## src/hw/posb_pkg.sv

```systemverilog
package posb_pkg;
  // ---------------------------------------------------------------
  // sizes
  // ---------------------------------------------------------------
  localparam int NUM_CH = 16;
  localparam int DUTY_W = 15;
  localparam int ADC_W = 10;
  localparam int NUM_ENC = 4;
  localparam logic [14:0] DUTY_OFF = 15'h0000;
  localparam logic [14:0] DUTY_FULL = 15'h7FFF;
  localparam logic [14:0] DUTY_HALF = 15'h3FFF;
  localparam logic [15:0] DUTY_SAT = 16'h7FFF;
  // ---------------------------------------------------------------
  // timing
  // ---------------------------------------------------------------
  localparam int CLK_HZ = 40_000_000;
  localparam int SAMPLE_HZ = 250;
  localparam int SAMPLE_CYC = CLK_HZ / SAMPLE_HZ;
  localparam int PID_DIV = 4096;
  // regulator gain shift, right shift of the current error
  localparam int REG_SHIFT = 2;
  // ---------------------------------------------------------------
  // carriers
  // ---------------------------------------------------------------
  typedef struct packed {
    logic [NUM_ENC-1:0] level;
    logic [NUM_ENC-1:0] press_edge_latch;
    logic [NUM_ENC-1:0] release_edge_latch;
  } posb_enc_stat_t;
  typedef struct packed {
    logic [ADC_W-1:0] coil1_current_raw;
    logic [ADC_W-1:0] coil2_current_raw;
    logic [ADC_W-1:0] sensor5v_supply_current;
    logic [ADC_W-1:0] sensor12v_supply_current;
  } posb_adc_t;
endpackage : posb_pkg

```

## src/hw/posb_bank.sv

```systemverilog
`timescale 1ns/1ps
// Contract
// - sixteen active-low pwm drivers, never plain on/off latches
// - duty zero leaves the driver open for the whole period
// - duty 32767 keeps the driver conducting all period
// - duty 16383 gives about half on-time, scaling linearly
// - each channel reports the duty it presently applies
// - each channel has a sense input following the real pin level
// - currents are delivered as raw 10-bit conversion results
// - coil full scale 1024 corresponds to about 3.33 amps
// - linked regulator adjusts duty so coil current tracks command
// - encoder pins pulled up read on when open, off grounded
// - encoder inputs have press and release edge latches
// - count mode keeps count and rate; program disables fault check
// - +5 V sensor supply current is readable as a conversion
// - +12 V sensor supply current is readable separately
// - switch inputs are sampled 250 times per second
// - edges set latches; only a program write clears them
module posb_bank #(
  parameter int SAMPLE_CYC = posb_pkg::SAMPLE_CYC,
  parameter int RATE_WINDOW = posb_pkg::CLK_HZ
) (
  input wire logic sys_clk,
  input wire logic reset_n,
  input wire logic [16*16-1:0] duty_set,
  input wire logic [1:0] link_current_regulator,
  input wire logic [2*10-1:0] current_command,
  input wire logic [15:0] sense_pin,
  input wire logic [9:0] adc_coil1,
  input wire logic [9:0] adc_coil2,
  input wire logic [9:0] adc_5v,
  input wire logic [9:0] adc_12v,
  input wire logic [3:0] encoder_pin,
  input wire logic [3:0] press_clear,
  input wire logic [3:0] release_clear,
  input wire logic [1:0] count_mode,
  output logic [15:0] drive_n,
  output logic [16*15-1:0] duty_applied,
  output logic [15:0] sense_level,
  output posb_pkg::posb_adc_t adc_out,
  output posb_pkg::posb_enc_stat_t enc_stat,
  output logic [2*16-1:0] pulse_count,
  output logic [2*16-1:0] pulse_rate
);
  // -------------------------------------------------------------
  // helpers
  // -------------------------------------------------------------
  // clamp a 16-bit request into the 15-bit duty range
  function automatic logic [14:0] posb_sat(input logic [15:0] v);
    posb_sat = (v > posb_pkg::DUTY_SAT) ? posb_pkg::DUTY_FULL
                                         : v[14:0];
  endfunction : posb_sat

  logic [14:0] ramp;
  logic [15:0] drive_on;
  logic [14:0] reg_duty [2];
  logic [14:0] duty_eff [16];
  logic [11:0] pid_cnt;
  logic [15:0] sense_s1, sense_s2;
  logic [3:0] enc_s1, enc_s2, enc_prev;
  logic [31:0] sample_cnt;
  logic [31:0] rate_cnt;
  logic [1:0] cnt_prev;
  logic [15:0] cnt_run [2];

  // -------------------------------------------------------------
  // period ramp, 0..32766
  // -------------------------------------------------------------
  always_ff @(posedge sys_clk or negedge reset_n)
  begin
    if (!reset_n)
      ramp <= 15'h0000;
    else if (ramp >= posb_pkg::DUTY_FULL - 15'h0001)
      ramp <= 15'h0000;
    else
      ramp <= ramp + 15'h0001;
  end

  // -------------------------------------------------------------
  // current regulators for outputs 1 and 2
  // -------------------------------------------------------------
  // a slow integrator; updating every 4096 cycles keeps it well
  // below the adc refresh so it does not chase stale samples
  always_ff @(posedge sys_clk or negedge reset_n)
  begin
    if (!reset_n)
      pid_cnt <= 12'h000;
    else
      pid_cnt <= pid_cnt + 12'h001;
  end

  for (genvar r = 0; r < 2; r++)
  begin : g_reg
    logic [9:0] meas;
    logic signed [16:0] err;
    logic signed [16:0] nxt;
    assign meas = (r == 0) ? adc_coil1 : adc_coil2;
    assign err = 17'(signed'({1'b0, current_command[r*10 +: 10]}))
               - 17'(signed'({1'b0, meas}));
    assign nxt = 17'(signed'({2'b00, reg_duty[r]}))
               + (err >>> posb_pkg::REG_SHIFT);
    always_ff @(posedge sys_clk or negedge reset_n)
    begin
      if (!reset_n)
        reg_duty[r] <= 15'h0000;
      else if (!link_current_regulator[r])
        reg_duty[r] <= 15'h0000;
      else if (pid_cnt == 12'hFFF)
      begin
        if (nxt < 0)
          reg_duty[r] <= 15'h0000;
        else
          reg_duty[r] <= posb_sat(nxt[15:0]);
      end
    end
  end

  // -------------------------------------------------------------
  // duty selection and channels
  // -------------------------------------------------------------
  for (genvar c = 0; c < 16; c++)
  begin : g_ch
    assign duty_eff[c] = (c < 2 && link_current_regulator[c % 2])
                       ? reg_duty[c % 2]
                       : posb_sat(duty_set[c*16 +: 16]);
    posb_pwm_chan u_chan (
      .sys_clk(sys_clk),
      .reset_n(reset_n),
      .ramp(ramp),
      .duty(duty_eff[c]),
      .drive_on(drive_on[c])
    );
  end

  // active-low drive and the reported duty
  always_ff @(posedge sys_clk or negedge reset_n)
  begin
    if (!reset_n)
    begin
      drive_n <= 16'hFFFF;
      duty_applied <= '0;
    end
    else
    begin
      drive_n <= ~drive_on;
      for (int i = 0; i < 16; i++)
        duty_applied[i*15 +: 15] <= duty_eff[i];
    end
  end

  // -------------------------------------------------------------
  // pin sense, synchronised
  // -------------------------------------------------------------
  always_ff @(posedge sys_clk or negedge reset_n)
  begin
    if (!reset_n)
    begin
      sense_s1 <= 16'h0000;
      sense_s2 <= 16'h0000;
      sense_level <= 16'h0000;
    end
    else
    begin
      sense_s1 <= sense_pin;
      sense_s2 <= sense_s1;
      sense_level <= sense_s2;
    end
  end

  // -------------------------------------------------------------
  // conversion results, passed through unscaled
  // -------------------------------------------------------------
  // coil full scale 1024 is about 3.33 A; scaling is left to software
  always_ff @(posedge sys_clk or negedge reset_n)
  begin
    if (!reset_n)
      adc_out <= '0;
    else
    begin
      adc_out.coil1_current_raw <= adc_coil1;
      adc_out.coil2_current_raw <= adc_coil2;
      adc_out.sensor5v_supply_current <= adc_5v;
      adc_out.sensor12v_supply_current <= adc_12v;
    end
  end

  // -------------------------------------------------------------
  // encoder pins as switches
  // -------------------------------------------------------------
  always_ff @(posedge sys_clk or negedge reset_n)
  begin
    if (!reset_n)
    begin
      enc_s1 <= 4'hF;
      enc_s2 <= 4'hF;
    end
    else
    begin
      enc_s1 <= encoder_pin;
      enc_s2 <= enc_s1;
    end
  end

  always_ff @(posedge sys_clk or negedge reset_n)
  begin
    if (!reset_n)
      sample_cnt <= '0;
    else if (sample_cnt >= 32'(SAMPLE_CYC - 1))
      sample_cnt <= '0;
    else
      sample_cnt <= sample_cnt + 32'h1;
  end

  // high pin (open, pulled up) reads on; set beats a same-cycle clear
  always_ff @(posedge sys_clk or negedge reset_n)
  begin
    if (!reset_n)
    begin
      enc_prev <= 4'hF;
      enc_stat <= {4'hF, 4'h0, 4'h0};
    end
    else
    begin
      for (int i = 0; i < 4; i++)
      begin
        if (sample_cnt == '0)
        begin
          enc_prev[i] <= enc_s2[i];
          enc_stat.level[i] <= enc_s2[i];
        end
        enc_stat.press_edge_latch[i] <=
          (sample_cnt == '0 && !enc_prev[i] && enc_s2[i]) ||
          (enc_stat.press_edge_latch[i] && !press_clear[i]);
        enc_stat.release_edge_latch[i] <=
          (sample_cnt == '0 && enc_prev[i] && !enc_s2[i]) ||
          (enc_stat.release_edge_latch[i] && !release_clear[i]);
      end
    end
  end

  // -------------------------------------------------------------
  // single pulse-train counting on each encoder's channel a
  // -------------------------------------------------------------
  // direction and phase checks are absent; the program keeps them off
  always_ff @(posedge sys_clk or negedge reset_n)
  begin
    if (!reset_n)
    begin
      cnt_prev <= 2'b11;
      rate_cnt <= '0;
      pulse_count <= '0;
      pulse_rate <= '0;
      cnt_run[0] <= '0;
      cnt_run[1] <= '0;
    end
    else
    begin
      rate_cnt <= (rate_cnt >= 32'(RATE_WINDOW - 1)) ? '0
                                                      : rate_cnt + 32'h1;
      for (int e = 0; e < 2; e++)
      begin
        cnt_prev[e] <= enc_s2[e*2];
        if (!count_mode[e])
        begin
          pulse_count[e*16 +: 16] <= '0;
          pulse_rate[e*16 +: 16] <= '0;
          cnt_run[e] <= '0;
        end
        else
        begin
          if (rate_cnt == '0)
          begin
            pulse_rate[e*16 +: 16] <= cnt_run[e];
            // an edge on the window boundary belongs to the next window
            cnt_run[e] <= {15'h0000, enc_s2[e*2] && !cnt_prev[e]};
          end
          else if (enc_s2[e*2] && !cnt_prev[e])
            cnt_run[e] <= cnt_run[e] + 16'h0001;
          if (enc_s2[e*2] && !cnt_prev[e])
            pulse_count[e*16 +: 16] <=
              pulse_count[e*16 +: 16] + 16'h0001;
        end
      end
    end
  end
endmodule : posb_bank

```

## src/hw/posb_pwm_chan.sv

```systemverilog
`timescale 1ns/1ps
// one pwm channel: compares duty with a shared free-running ramp
module posb_pwm_chan (
  input wire logic sys_clk,
  input wire logic reset_n,
  input wire logic [14:0] ramp,
  input wire logic [14:0] duty,
  output logic drive_on
);
  // -------------------------------------------------------------
  // compare
  // -------------------------------------------------------------
  // ramp runs 0..32766, so 0 never conducts and 32767 always does
  always_ff @(posedge sys_clk or negedge reset_n)
  begin
    if (!reset_n)
      drive_on <= 1'b0;
    else
      drive_on <= (duty > ramp);
  end
endmodule : posb_pwm_chan

```

## config.mk

```make
export PLATFORM = sky130hd
export DESIGN_NAME = posb_bank
export DESIGN_NICKNAME = d
export VERILOG_FILES = /design/src/hw/posb_pkg.sv /design/src/hw/posb_bank.sv /design/src/hw/posb_pwm_chan.sv
export SDC_FILE = /design/constraint.sdc
export NUM_CORES = 1
export LEC_CHECK = 0
export BUFFER_PORTS_ARGS = -buffer_cell sky130_fd_sc_hd__buf_2
export CELL_PAD_IN_SITES_DETAIL_PLACEMENT = 1
export CELL_PAD_IN_SITES_GLOBAL_PLACEMENT = 1
export CORE_AREA = 4 4 286 288
export CTS_CLUSTER_SIZE = 40
export DETAILED_ROUTE_END_ITERATION = 16
export DIE_AREA = 0 0 290 292
export GPL_TIMING_DRIVEN = 0
export PLACE_DENSITY_LB_ADDON = 0.1
export SYNTH_ARGS = -nofsm -noshare
export SYNTH_HDL_FRONTEND = slang
export SYNTH_SLANG_ARGS = --single-unit
```

## constraint.sdc

```tcl
create_clock -name sys_clk -period 3.8 [get_ports sys_clk]
set_input_delay 0.57 -clock sys_clk [delete_from_list [all_inputs] [get_ports sys_clk]]
set_output_delay 0.57 -clock sys_clk [all_outputs]
set_load 0.02 [all_outputs]
```

==> qor_table.md, run 1 <==
| Item | This run | Unit |
|:---|:---|:---|
| TritonCTS Buffers | 72 | - |
| Critical-path cell with the highest stage delay | a221o_4 | - |
| Util after Layout | 0.4705 | - |
| RD Place Congestion | 0.8799 | - |
| Register Area | 0.01503 | sq mm |
| Number of max-capacitance violations reported | 0 | - |
| Setup clock skew after layout | 0.02623 | ns |
| Kind of critical path | input pin to register | - |
| Fill cell total of the finished layout | 8886 | - |
| RSZ-0062 raised after global routing | yes | - |
| Cell type with the largest total area after synthesis | dfrtp_1 | - |
| Data arrival time of the critical path | 4.42 | ns |
| Number of hold-slack violations in the final timing report | 0 | - |
| Clock-pin slew on the worst setup and hold paths | 0.06 | ns |
| Iter 0 DRT Violations | 829 | - |
| Overall fraction of global-route tracks in use | 0.2391 | - |
| Max-slew headroom | 0.3889 | - |
| Total half-perimeter wirelength after legalization and detailed placement | 79.41 | mm |
| Number of synthesized register bits | 599 | - |
| Yosys synthesis warning count | 0 | - |
| Synth Instances | 2613 | - |
| P&R area growth vs syn | 29.56 | % |
| Number of levels the H-tree was split into | 3 | - |
| Fraction of final layout cells with drive strength greater than 1 | 0.3436 | - |
| Required time of the critical path | 4.31 | ns |
| Die outline width | 290 | microns |
| Final critical-path required period | 3.904 | ns |
| Via density per instance | 5.038 | - |
| Number of cells on the worst reg-to-reg path | 13 | - |
| Total negative slack | -0.9817 | ns |
| Wire length per cell after detailed routing | 22.68 | microns |
| Sequential share of the synthesized area | 0.5246 | - |
| Power per cell area | 426.3 | mW/mm^2 |
| Die height | 292 | microns |
| Top fanout value on the critical path | 5 | - |
| Kind of launch point of the worst setup path | input pin | - |
| Sequence of cells on the critical path | buf_8 -> inv_4 -> ha_4 -> a21o_1 -> a31o_4 -> and2_4 -> o31a_1 -> o21a_1 -> o21ai_1 -> nor2b_4 -> xnor2_2 -> ha_2 -> a21oi_4 -> o21ai_2 -> o21a_1 -> a311o_1 -> a221o_4 -> buf_6 -> mux2i_4 -> buf_6 -> nor2_2 -> o21ai_1 | - |
| TritonCTS clock tree | yes | - |
| Worst hold path class | input pin to register | - |
| Skew-Pair Late Insertion Delay | 0.60 | ns |
| Sum of overflow across all layers after global routing | 0 | - |
| Maximum number of pins on one net before global-route repair | 122 | - |
| DRC violations left | 0 | - |
| Run status | finished with violations | - |
| Std cell rows | 103 | - |
| CP endpoint kind | register | - |
| Maximum cell stage delay along the critical path | 0.45 | ns |
| Yosys top cell area share | 0.4971 | - |
| Total count of max-transition violations in the final report | 0 | - |
| Violated checks | setup timing | - |
| Number of global-route vias before repair | 25477 | - |
| Port Buf Inserts | 737 | - |
| Mean instance size in the synthesized netlist | 10.96 | sq um |
| Top-Level Pins | 738 | - |
| Cell with the most instances after synthesis | dfrtp_1 | - |
| Lkg Pwr | 0.01733 | uW |
| Least-Margin Pin Slew | 0.9166 | ns |
| Maximum achievable frequency | 256.1 | MHz |
| Fraction of registers with async set or reset after synthesis | 1.000 | - |
| Total via count in the routed design | 23150 | - |
| CTS Root Buffer Type | clkbuf_16 | - |
| Footprint of the multi-input gates | 0.01342 | sq mm |
| Deepest clock path buffer count | 3 | - |
| Peak supply drop | 339.0 | uV |
| Clock sinks | 599 | - |
| Post-Route WL | 104.2 | mm |
| Number of antenna violations at the first check in global routing | 17 | - |
| Remaining antenna violation count | 0 | - |
| Floorplan Core Area | 0.07887 | sq mm |
| First-pass GRT wire length | 156.9 | mm |
| Nets@finish | 4130 | - |
| Leading cell types by total area after synthesis | dfrtp_1 50%, ha_1 13%, or2_2 4.7% | - |
| Number of iterations in the first detailed-routing pass | 5 | - |
| Cells on Worst Hold Path | 1 | - |
| Starting density of the core | 0.3632 | - |
| Count of distinct cell types in the synthesized netlist | 71 | - |
| Number of enable flip-flop cells after synthesis | 0 | - |
| Post-Synthesis Cell Area | 0.02864 | sq mm |
| Die footprint | 0.08468 | sq mm |
| Most instantiated cells after synthesis | 569 x dfrtp_1, 301 x ha_1, 216 x or2_2 | - |
| Final setup violating endpoints | 12 | - |
| Final period utilization | 1.027 | - |
| Worst hold margin | 0.07218 | ns |
| Worst-case setup margin in the final layout | -0.1043 | ns |
| Most used flip-flop cell after synthesis | dfrtp_1 | - |
-- metal layers --
layer,vias to the layer above,share of wire,GRT usage
met3,129,0.051,0.04799
met5,-,0.00031,0
li1,10753,-,-
met1,11713,0.40,0.2893
met4,8,0.019,0.05230
met2,547,0.53,0.4400
-- critical path: cells and delay by family --
kind	cells	cell delay [ns]
fa+ha+maj	2	0.40
buf+inv	4	0.46
xor+xnor	1	0.08
simple gates	3	0.37
compound gates	11	2.30
mux	1	0.22
-- cell usage in the layout (no fill, tap or decap), types with 14 or more instances in the layout --
master       n
buf_2      734
dfrtp_1    568
ha_1       288
or2_2      215
nor2_1     194
nand2_1    192
inv_1       91
o21ai_0     82
xnor2_1     81
a21oi_1     76
nand3_1     72
clkbuf_16   72
clkbuf_1    68
a21o_1      67
nand4_1     65
xor2_1      63
o21a_1      57
nor2b_1     43
nor3_1      37
and2_1      34
a21boi_0    34
dfstp_2     30
and3_1      26
nand2b_1    24
buf_4       22
conb_1      20
clkbuf_8    17
nor4_1      15
o21ai_1     15
and4_1      14
-- layout make-up --
| class | instances | share of cell area |
|---|---|---|
| Antenna cell | 9 | 0.0006069 |
| Sequential cell | 599 | 0.4050 |
| Buffer | 56 | 0.007013 |
| Multi-Input combinational cell | 1869 | 0.3617 |
| Timing Repair Buffer | 772 | 0.1122 |
| Clock inverter | 27 | 0.01076 |
| Clock buffer | 106 | 0.05603 |
| Inverter | 107 | 0.01129 |
| Tap cell | 1050 | 0.03540 |
-- report_power, final --
group,total [uW],switching [uW],internal (uW)
logic,1900,1160,732
registers,6690,74.9,6620
clock network,7230,2860,4370
-- metrics by stage --
| stage | cells | setup WS, ns | power [uW] | instance area, sq um |
|---|---|---|---|---|
| finish | 4595 | -0.1043 | 15820 | 37110 |
| global route | 4591 | -0.2195 | 16510 | 37100 |
| CTS | 4574 | -0.02586 | 16010 | 36820 |
| detailed placement | 4427 | -0.9784 | 8644 | 34120 |
| global placement | 4419 | -10.37 | 8570 | 33890 |
| floorplan | 2632 | -0.2976 | 7770 | 28890 |
-- cells by family (layout without fill, tap and decap cells) --
family          after synthesis  in the layout  synth area share
fa+ha+maj                   303            303            0.1329
compound gates              428            428           0.09824
mux                           6              6          0.002577
other cells                   1             29         0.0001309
buf+inv                     164           1068           0.02206
flops                       599            599            0.5246
simple gates                965            965            0.1743
xor+xnor                    147            147           0.04521
-- timing repair --
action	CTS	global route
cloned	2	0
buffers inserted	11	13
pin swaps	22	30
hold endpoints to repair	69	0
hold buffers	1	0
setup endpoints to repair	16	30
gates resized for setup	21	44
-- sequential cells by signal, indices dropped and copies added (netlist names) --
name / cells
reg_duty: 30
drive_n: 16
rate_cnt: 32
enc_s2: 4
sense_s2: 16
adc_out: 40
pulse_rate: 32
enc_stat: 8
sample_cnt: 32
cnt_run: 32
sense_s1: 16
ramp: 15
pid_cnt: 12
enc_prev: 4
pulse_count: 32
g_ch.u_chan.drive_on: 16
enc_s1: 4
sense_level: 16
duty_applied: 240
cnt_prev: 2
-- worst paths after layout --
path / startpoint / to / slack [ns]
max: adc_coil2[2] / reg_duty[11]$_DFFE_PN0P_ / -0.10
max reg2reg: reg_duty[0]$_DFFE_PN0P_ / reg_duty[11]$_DFFE_PN0P_ / 0.73
min reg2reg: sense_s1[3]$_DFF_PN0_ / sense_s2[3]$_DFF_PN0_ / 0.35
max in group asynchronous: reset_n / reg_duty[18]$_DFFE_PN0P_ / 1.36
min: adc_12v[8] / adc_out[8]$_DFF_PN0_ / 0.07
min in group asynchronous: reset_n / sense_level[7]$_DFF_PN0_ / 0.52
(Power assumes the default switching activity.)
==> run 2, diff against run 1 <==
Settings changed: SETUP_SLACK_MARGIN set to 0.15.
==> qor_table.md, run 2 (synthesized netlist as in run 1, its figures left out) <==
| Item | This run | Unit | vs previous |
|:---|:---|:---|:---|
| Run status | finished with violations | - |  |
| Violated checks | setup timing | - |  |
| Worst-case register-to-register setup slack | 0.57 | ns | -0.16 ns |
| Lkg Pwr | 0.01745 | uW | +0.69% |
| Post-Route WL | 105.3 | mm | +0.99% |
| RSZ-0062 raised after global routing | yes | - |  |
| Final setup violating endpoints | 14 | - | +2 |
| Cell Count, Final, Fillers Out | 4607 | - | +0.26% |
| Number of iterations in the first detailed-routing pass | 7 | - | +2 |
| CP endpoint kind | register | - |  |
| Total count of max-transition violations in the final report | 0 | - | unchanged |
| Worst hold margin | 0.05375 | ns | -0.01843 ns |
| Final critical-path required period | 3.878 | ns | -0.02609 ns |
| CTS Root Buffer Type | clkbuf_16 | - |  |
| RD Place Congestion | 0.8903 | - | +1.2% |
| Number of global-route vias before repair | 25908 | - | +1.7% |
| Maximum number of pins on one net before global-route repair | 123 | - | +0.82% |
| TritonCTS clock tree | yes | - |  |
| Number of antenna violations at the first check in global routing | 10 | - | -7 |
| Detailed route wirelength on metal2 | 53.14 | mm | -2.9% |
| Die outline width | 290 | microns | unchanged |
| Final period utilization | 1.021 | - | -0.006866 |
| Length of routed wiring on met1 | 41.72 | mm | -1.1% |
| Iter 0 DRT Violations | 888 | - | +7.1% |
| Skew-Pair Late Insertion Delay | 0.62 | ns | +0.02 ns |
| Most frequent cells in the layout | 734 x buf_2, 568 x dfrtp_1, 286 x ha_1 | - |  |
| Data arrival time of the critical path | 4.40 | ns | -0.02 ns |
| Worst hold path class | input pin to register | - |  |
| Top sig layer | met5 | - |  |
| Die footprint | 0.08468 | sq mm | unchanged |
| Clock-pin slew on the worst setup and hold paths | 0.06 | ns | about the same |
| Kind of critical path | input pin to register | - |  |
| Peak supply drop | 347.2 | uV | +2.4% |
| P&R area growth vs syn | 30.49 | % |  |
| Max-slew headroom | 0.3349 | - | -0.05402 |
| Port Buf Inserts | 737 | - | unchanged |
| Least-Margin Pin Slew | 0.9962 | ns | +0.07958 ns |
| Number of max-capacitance violations reported | 0 | - | unchanged |
| Top-Level Pins | 738 | - | unchanged |
| Total half-perimeter wirelength after legalization and detailed placement | 79.92 | mm | +0.64% |
| Required time of the critical path | 4.32 | ns | about the same |
| Setup clock skew after layout | 0.03222 | ns | +0.005996 ns |
| Nets@finish | 4143 | - | +0.31% |
| Max reg flops | 240 | - | unchanged |
| Routed wl met3 | 5.879 | mm | +10% |
| Deepest clock path buffer count | 3 | - | unchanged |
| Wire length per cell after detailed routing | 22.85 | microns | +0.73% |
| Number of hold-slack violations in the final timing report | 0 | - | unchanged |
| Most frequent standard cell in the layout excluding fill and tap cells | buf_2 | - |  |
| Maximum achievable frequency | 257.9 | MHz | +0.67% |
| Std cell rows | 103 | - | unchanged |
| DP Cell Count | 4428 | - | +0.023% |
| Number of levels the H-tree was split into | 3 | - | unchanged |
| Overall fraction of global-route tracks in use | 0.2413 | - | +0.002179 |
| Starting density of the core | 0.3632 | - | unchanged |
| Die height | 292 | microns | unchanged |
| Total negative slack | -0.6097 | ns | +0.3720 ns |
| Kind of launch point of the worst setup path | input pin | - |  |
| Worst-case setup margin in the final layout | -0.07819 | ns | +0.02609 ns |
| Total via count in the routed design | 23175 | - | +0.11% |
| Via density per instance | 5.030 | - | -0.15% |
| Top fanout value on the critical path | 5 | - | unchanged |
| Power per cell area | 423.4 | mW/mm^2 | -0.68% |
| First-pass GRT wire length | 157.0 | mm | about the same |
| Floorplan Core Area | 0.07887 | sq mm | unchanged |
| Register name with the most flops | duty_applied | - |  |
| Fraction of final layout cells with drive strength greater than 1 | 0.3534 | - | +0.009813 |
| Remaining antenna violation count | 0 | - | unchanged |
| Largest registers | duty_applied (240), adc_out (40) | - |  |
| TritonCTS Buffers | 73 | - | +1.4% |
| Sum of overflow across all layers after global routing | 0 | - | unchanged |
| Clock sinks | 599 | - | unchanged |
| DRC violations left | 0 | - | unchanged |
==> run 2: final cells by class <==
cell class | count | area [sq um]
sequential | 599 | 15030
timing repair buffer | 783 | 4285
inverter | 107 | 424.2
fill | 8870 | 41490
tap | 1050 | 1314
clock inverter | 32 | 421.7
clock buffer | 104 | 2085
multi-input combinational | 1869 | 13540
buffer | 57 | 266.5
antenna | 6 | 15.01
==> run 2: critical path, cell delays in order <==
cell and delay [ns]:
buf_2 0.10, inv_2 0.03, ha_2 0.18, a21o_1 0.18, a31o_4 0.22, and2_4 0.14, o31a_1 0.30, o21a_1 0.21
o21ai_2 0.15, nor2b_4 0.17, xnor2_2 0.08, ha_2 0.19, a21oi_2 0.17, o21ai_2 0.09, o21a_1 0.17, a311o_1 0.35
a221o_4 0.43, xnor2_4 0.18, nand3_4 0.16, buf_8 0.20, o21ai_2 0.12
==> run 2: report_power, final <==
group	internal, uW	switching, uW
registers	6620	74.3
clock network	4290	2910
logic	756	1180
==> run 2: per-layer routing <==
metal / global-route usage / up-vias
met1: 0.2795 / 11572
met3: 0.06298 / 211
met4: 0.09164 / 10
met2: 0.4289 / 597
li1: - / 10785
met5: 0 / -
==> run 2: what timing repair did <==
item / in CTS / in global routing
hold endpoints to repair: 28 / 0
pin swaps: 23 / 21
setup buffers: 16 / 18
cloned: 2 / 0
hold buffers: 1 / 0
resized for setup: 52 / 35
setup endpoints to repair: 30 / 30
==> run 2: worst paths after layout <==
check / start / end / cells past startpoint
max: adc_coil2[1] / reg_duty[3]$_DFFE_PN0P_ / 21
min in group asynchronous: reset_n / adc_out[4]$_DFF_PN0_ / 2
max in group asynchronous: reset_n / duty_applied[225]$_DFF_PN0_ / 4
min: encoder_pin[0] / enc_s1[0]$_DFF_PN1_ / 1
max reg2reg: ramp[9]$_DFF_PN0_ / g_ch[11].u_chan.drive_on$_DFF_PN0_ / 10
min reg2reg: sense_s2[13]$_DFF_PN0_ / sense_level[13]$_DFF_PN0_ / 0
==> run 2: metrics by stage <==
stage / util / total power [uW] / setup WS, ns / instance area (sq um)
finish: 0.4739 / 15820 / -0.07819 / 37380
global route: 0.4738 / 16550 / -0.1723 / 37370
CTS: 0.4695 / 16010 / -0.01236 / 37030
detailed placement: 0.4330 / 8652 / -0.9710 / 34150
global placement: 0.4299 / 8571 / -10.38 / 33910
floorplan: - / 7771 / -0.2976 / 28900
==> run 3, diff against run 2 <==
Clock period 3.8 ns to 4 ns, I/O delays scaled along.
==> qor_table.md, run 3 (synthesized netlist as in run 1, its figures left out) <==
| Item | This run | Unit | vs previous |
|:---|:---|:---|:---|
| Number of levels the H-tree was split into | 3 | - | unchanged |
| Most frequent standard cell in the layout excluding fill and tap cells | buf_2 | - |  |
| Register name with the most flops | duty_applied | - |  |
| Critical Path Start | adc_coil2[2] | - |  |
| Nets@finish | 4131 | - | -0.29% |
| Maximum achievable frequency | 252.4 | MHz |  |
| Total negative slack | 0 | ns | +0.6097 ns |
| Total via count in the routed design | 23188 | - | +0.056% |
| Fraction of final layout cells with drive strength greater than 1 | 0.3461 | - | -0.007355 |
| Worst R2R Start | reg_duty[0]$_DFFE_PN0P_ | - |  |
| Skew-Pair Late Insertion Delay | 0.61 | ns | about the same |
| Die height | 292 | microns | unchanged |
| Remaining antenna violation count | 0 | - | unchanged |
| Setup clock skew after layout | 0.02791 | ns | -0.004313 ns |
| Port Buf Inserts | 737 | - | unchanged |
| Number of iterations in the first detailed-routing pass | 5 | - | -2 |
| Top fanout value on the critical path | 5 | - | unchanged |
| CP endpoint kind | register | - |  |
| Kind of launch point of the worst setup path | input pin | - |  |
| CTS Root Buffer Type | clkbuf_16 | - |  |
| Floorplan Core Area | 0.07887 | sq mm | unchanged |
| Worst hold path class | input pin to register | - |  |
| DRC violations left | 0 | - | unchanged |
| Worst slack, placed | -0.8802 | ns | +0.09074 ns |
| Sum of overflow across all layers after global routing | 0 | - | unchanged |
| Clock sinks | 599 | - | unchanged |
| Wire length per cell after detailed routing | 22.82 | microns | -0.12% |
| NetSw | 3906 | uW | -6.3% |
| Std cell rows | 103 | - | unchanged |
| Worst-case setup margin in the final layout | 0.03869 | ns | +0.1169 ns |
| Deepest clock path buffer count | 3 | - | unchanged |
| Overall fraction of global-route tracks in use | 0.2406 | - | -0.0007051 |
| Final setup violating endpoints | 0 | - | -14 |
| RD Place Congestion | 0.8751 | - | -1.7% |
| Total half-perimeter wirelength after legalization and detailed placement | 79.17 | mm | -0.93% |
| Final period utilization | 0.9903 | - |  |
| TritonCTS clock tree | yes | - |  |
| Largest registers | duty_applied (240), adc_out (40) | - |  |
| Via density per instance | 5.057 | - | +0.54% |
| Top-Level Pins | 738 | - | unchanged |
| Least-Margin Pin Slew | 0.9124 | ns | -0.08385 ns |
| Max-slew headroom | 0.3909 | - | +0.05599 |
| Total count of max-transition violations in the final report | 0 | - | unchanged |
| Lkg Pwr | 0.01734 | uW | -0.60% |
| Design Power | 15040 | uW | -4.9% |
| RSZ-0062 raised after global routing | yes | - |  |
| Number of max-capacitance violations reported | 0 | - | unchanged |
| TritonCTS Buffers | 72 | - | -1.4% |
| Post-Route WL | 104.6 | mm | -0.60% |
| Die footprint | 0.08468 | sq mm | unchanged |
| Die outline width | 290 | microns | unchanged |
| Clock-pin slew on the worst setup and hold paths | 0.06 | ns | about the same |
| Net switching fraction of the power | 0.2597 | - | -0.003671 |
| Max reg flops | 240 | - | unchanged |
| Kind of critical path | input pin to register | - |  |
| Number of antenna violations at the first check in global routing | 10 | - | unchanged |
| Number of hold-slack violations in the final timing report | 0 | - | unchanged |
| Starting density of the core | 0.3632 | - | unchanged |
| Maximum number of pins on one net before global-route repair | 121 | - | -1.6% |
| Util after Layout | 0.4699 | - | -0.004014 |
| Number of global-route vias before repair | 25891 | - | -0.066% |
| Peak supply drop | 274.0 | uV | -21% |
| Part of the total power dissipated in sequential elements | 0.422 | - | about the same |
| Clock group share of total power | 0.458 | - | +0.003 |
| P&R area growth vs syn | 29.38 | % |  |
| Combinational cell fraction of total power | 0.119 | - | -0.003 |
| Most frequent cells in the layout | 735 x buf_2, 568 x dfrtp_1, 288 x ha_1 | - |  |
| Data arrival time of the critical path | 4.48 | ns | +0.08 ns |
| Iter 0 DRT Violations | 899 | - | +1.2% |
| Run status | completed | - |  |
| Design internal power | 11140 | uW | -4.5% |
| Final critical-path required period | 3.961 | ns |  |
| Hold Crit Start | encoder_pin[3] | - |  |
| First-pass GRT wire length | 157.6 | mm | +0.43% |
| Required time of the critical path | 4.51 | ns | +0.19 ns |
| Worst hold margin | 0.08634 | ns | +0.03259 ns |
| Power per cell area | 405.9 | mW/mm^2 | -4.1% |
[run 3: through the flow]
step	cell area, sq um	std cells
final	37060	4585
after global routing	37060	4585
after CTS	36840	4571
after detailed placement	34090	4426
after global placement	33890	4419
after floorplan	28890	2632
[run 3: power by group through the flow]
stage / Sequential [uW] / Clock, uW / Combinational, uW
2_1_floorplan: 6680 / 0 / 703
3_3_place_gp: 6460 / 0 / 1680
3_5_place_dp: 6460 / 0 / 1760
4_1_cts: 6350 / 7090 / 1790
5_1_grt: 6370 / 7360 / 1980
6_report: 6350 / 6890 / 1800
[run 3: repair_timing]
action	in CTS	in global routing
setup endpoints to repair	17	30
endpoints found under the hold margin	61	0
resized for setup	22	37
gates cloned	2	1
buffers inserted	12	12
hold buffers	1	0
pin swaps	22	29
[run 3: layout make-up]
cell class / count / area, sq um
Sequential cell: 599 / 15030
Multi-Input combinational cell: 1869 / 13400
Antenna cell: 1 / 2.502
Tap cell: 1050 / 1314
Timing Repair Buffer: 772 / 4154
Inverter: 107 / 411.6
Buffer: 57 / 267.8
Clock inverter: 36 / 469.2
Fill cell: 8798 / 41810
Clock buffer: 94 / 2016
[run 3: worst paths after layout]
path,to,cells after the start,slack (ns)
worst min-delay path,enc_s1[3]$_DFF_PN1_,1,0.09
worst min register to register,sense_s2[4]$_DFF_PN0_,0,0.34
worst max register to register,reg_duty[2]$_DFFE_PN0P_,13,0.72
max in group asynchronous,duty_applied[57]$_DFF_PN0_,4,1.89
min in group asynchronous,sense_level[4]$_DFF_PN0_,2,0.55
worst max-delay path,reg_duty[2]$_DFFE_PN0P_,22,0.04
[run 3: critical path: stages]
cell,delay (ns)
buf_6,0.10
inv_4,0.05
ha_4,0.20
a21o_1,0.16
a31o_4,0.22
and2_4,0.14
o31a_1,0.25
o21a_1,0.22
o21ai_1,0.13
nor2b_4,0.17
xnor2_2,0.07
ha_2,0.20
a21oi_2,0.17
o21ai_2,0.08
o21a_1,0.18
a311o_1,0.33
a221o_4,0.47
buf_12,0.14
mux2i_4,0.24
buf_6,0.17
nor2_1,0.05
o21ai_1,0.12
[run 3: routing by layer]
metal,vias up,routed length (microns),GRT usage
li1,10737,-,-
met1,11743,42280,0.2871
met2,544,54890,0.4448
met3,156,4714,0.04366
met4,8,2688,0.06549
met5,-,58,0
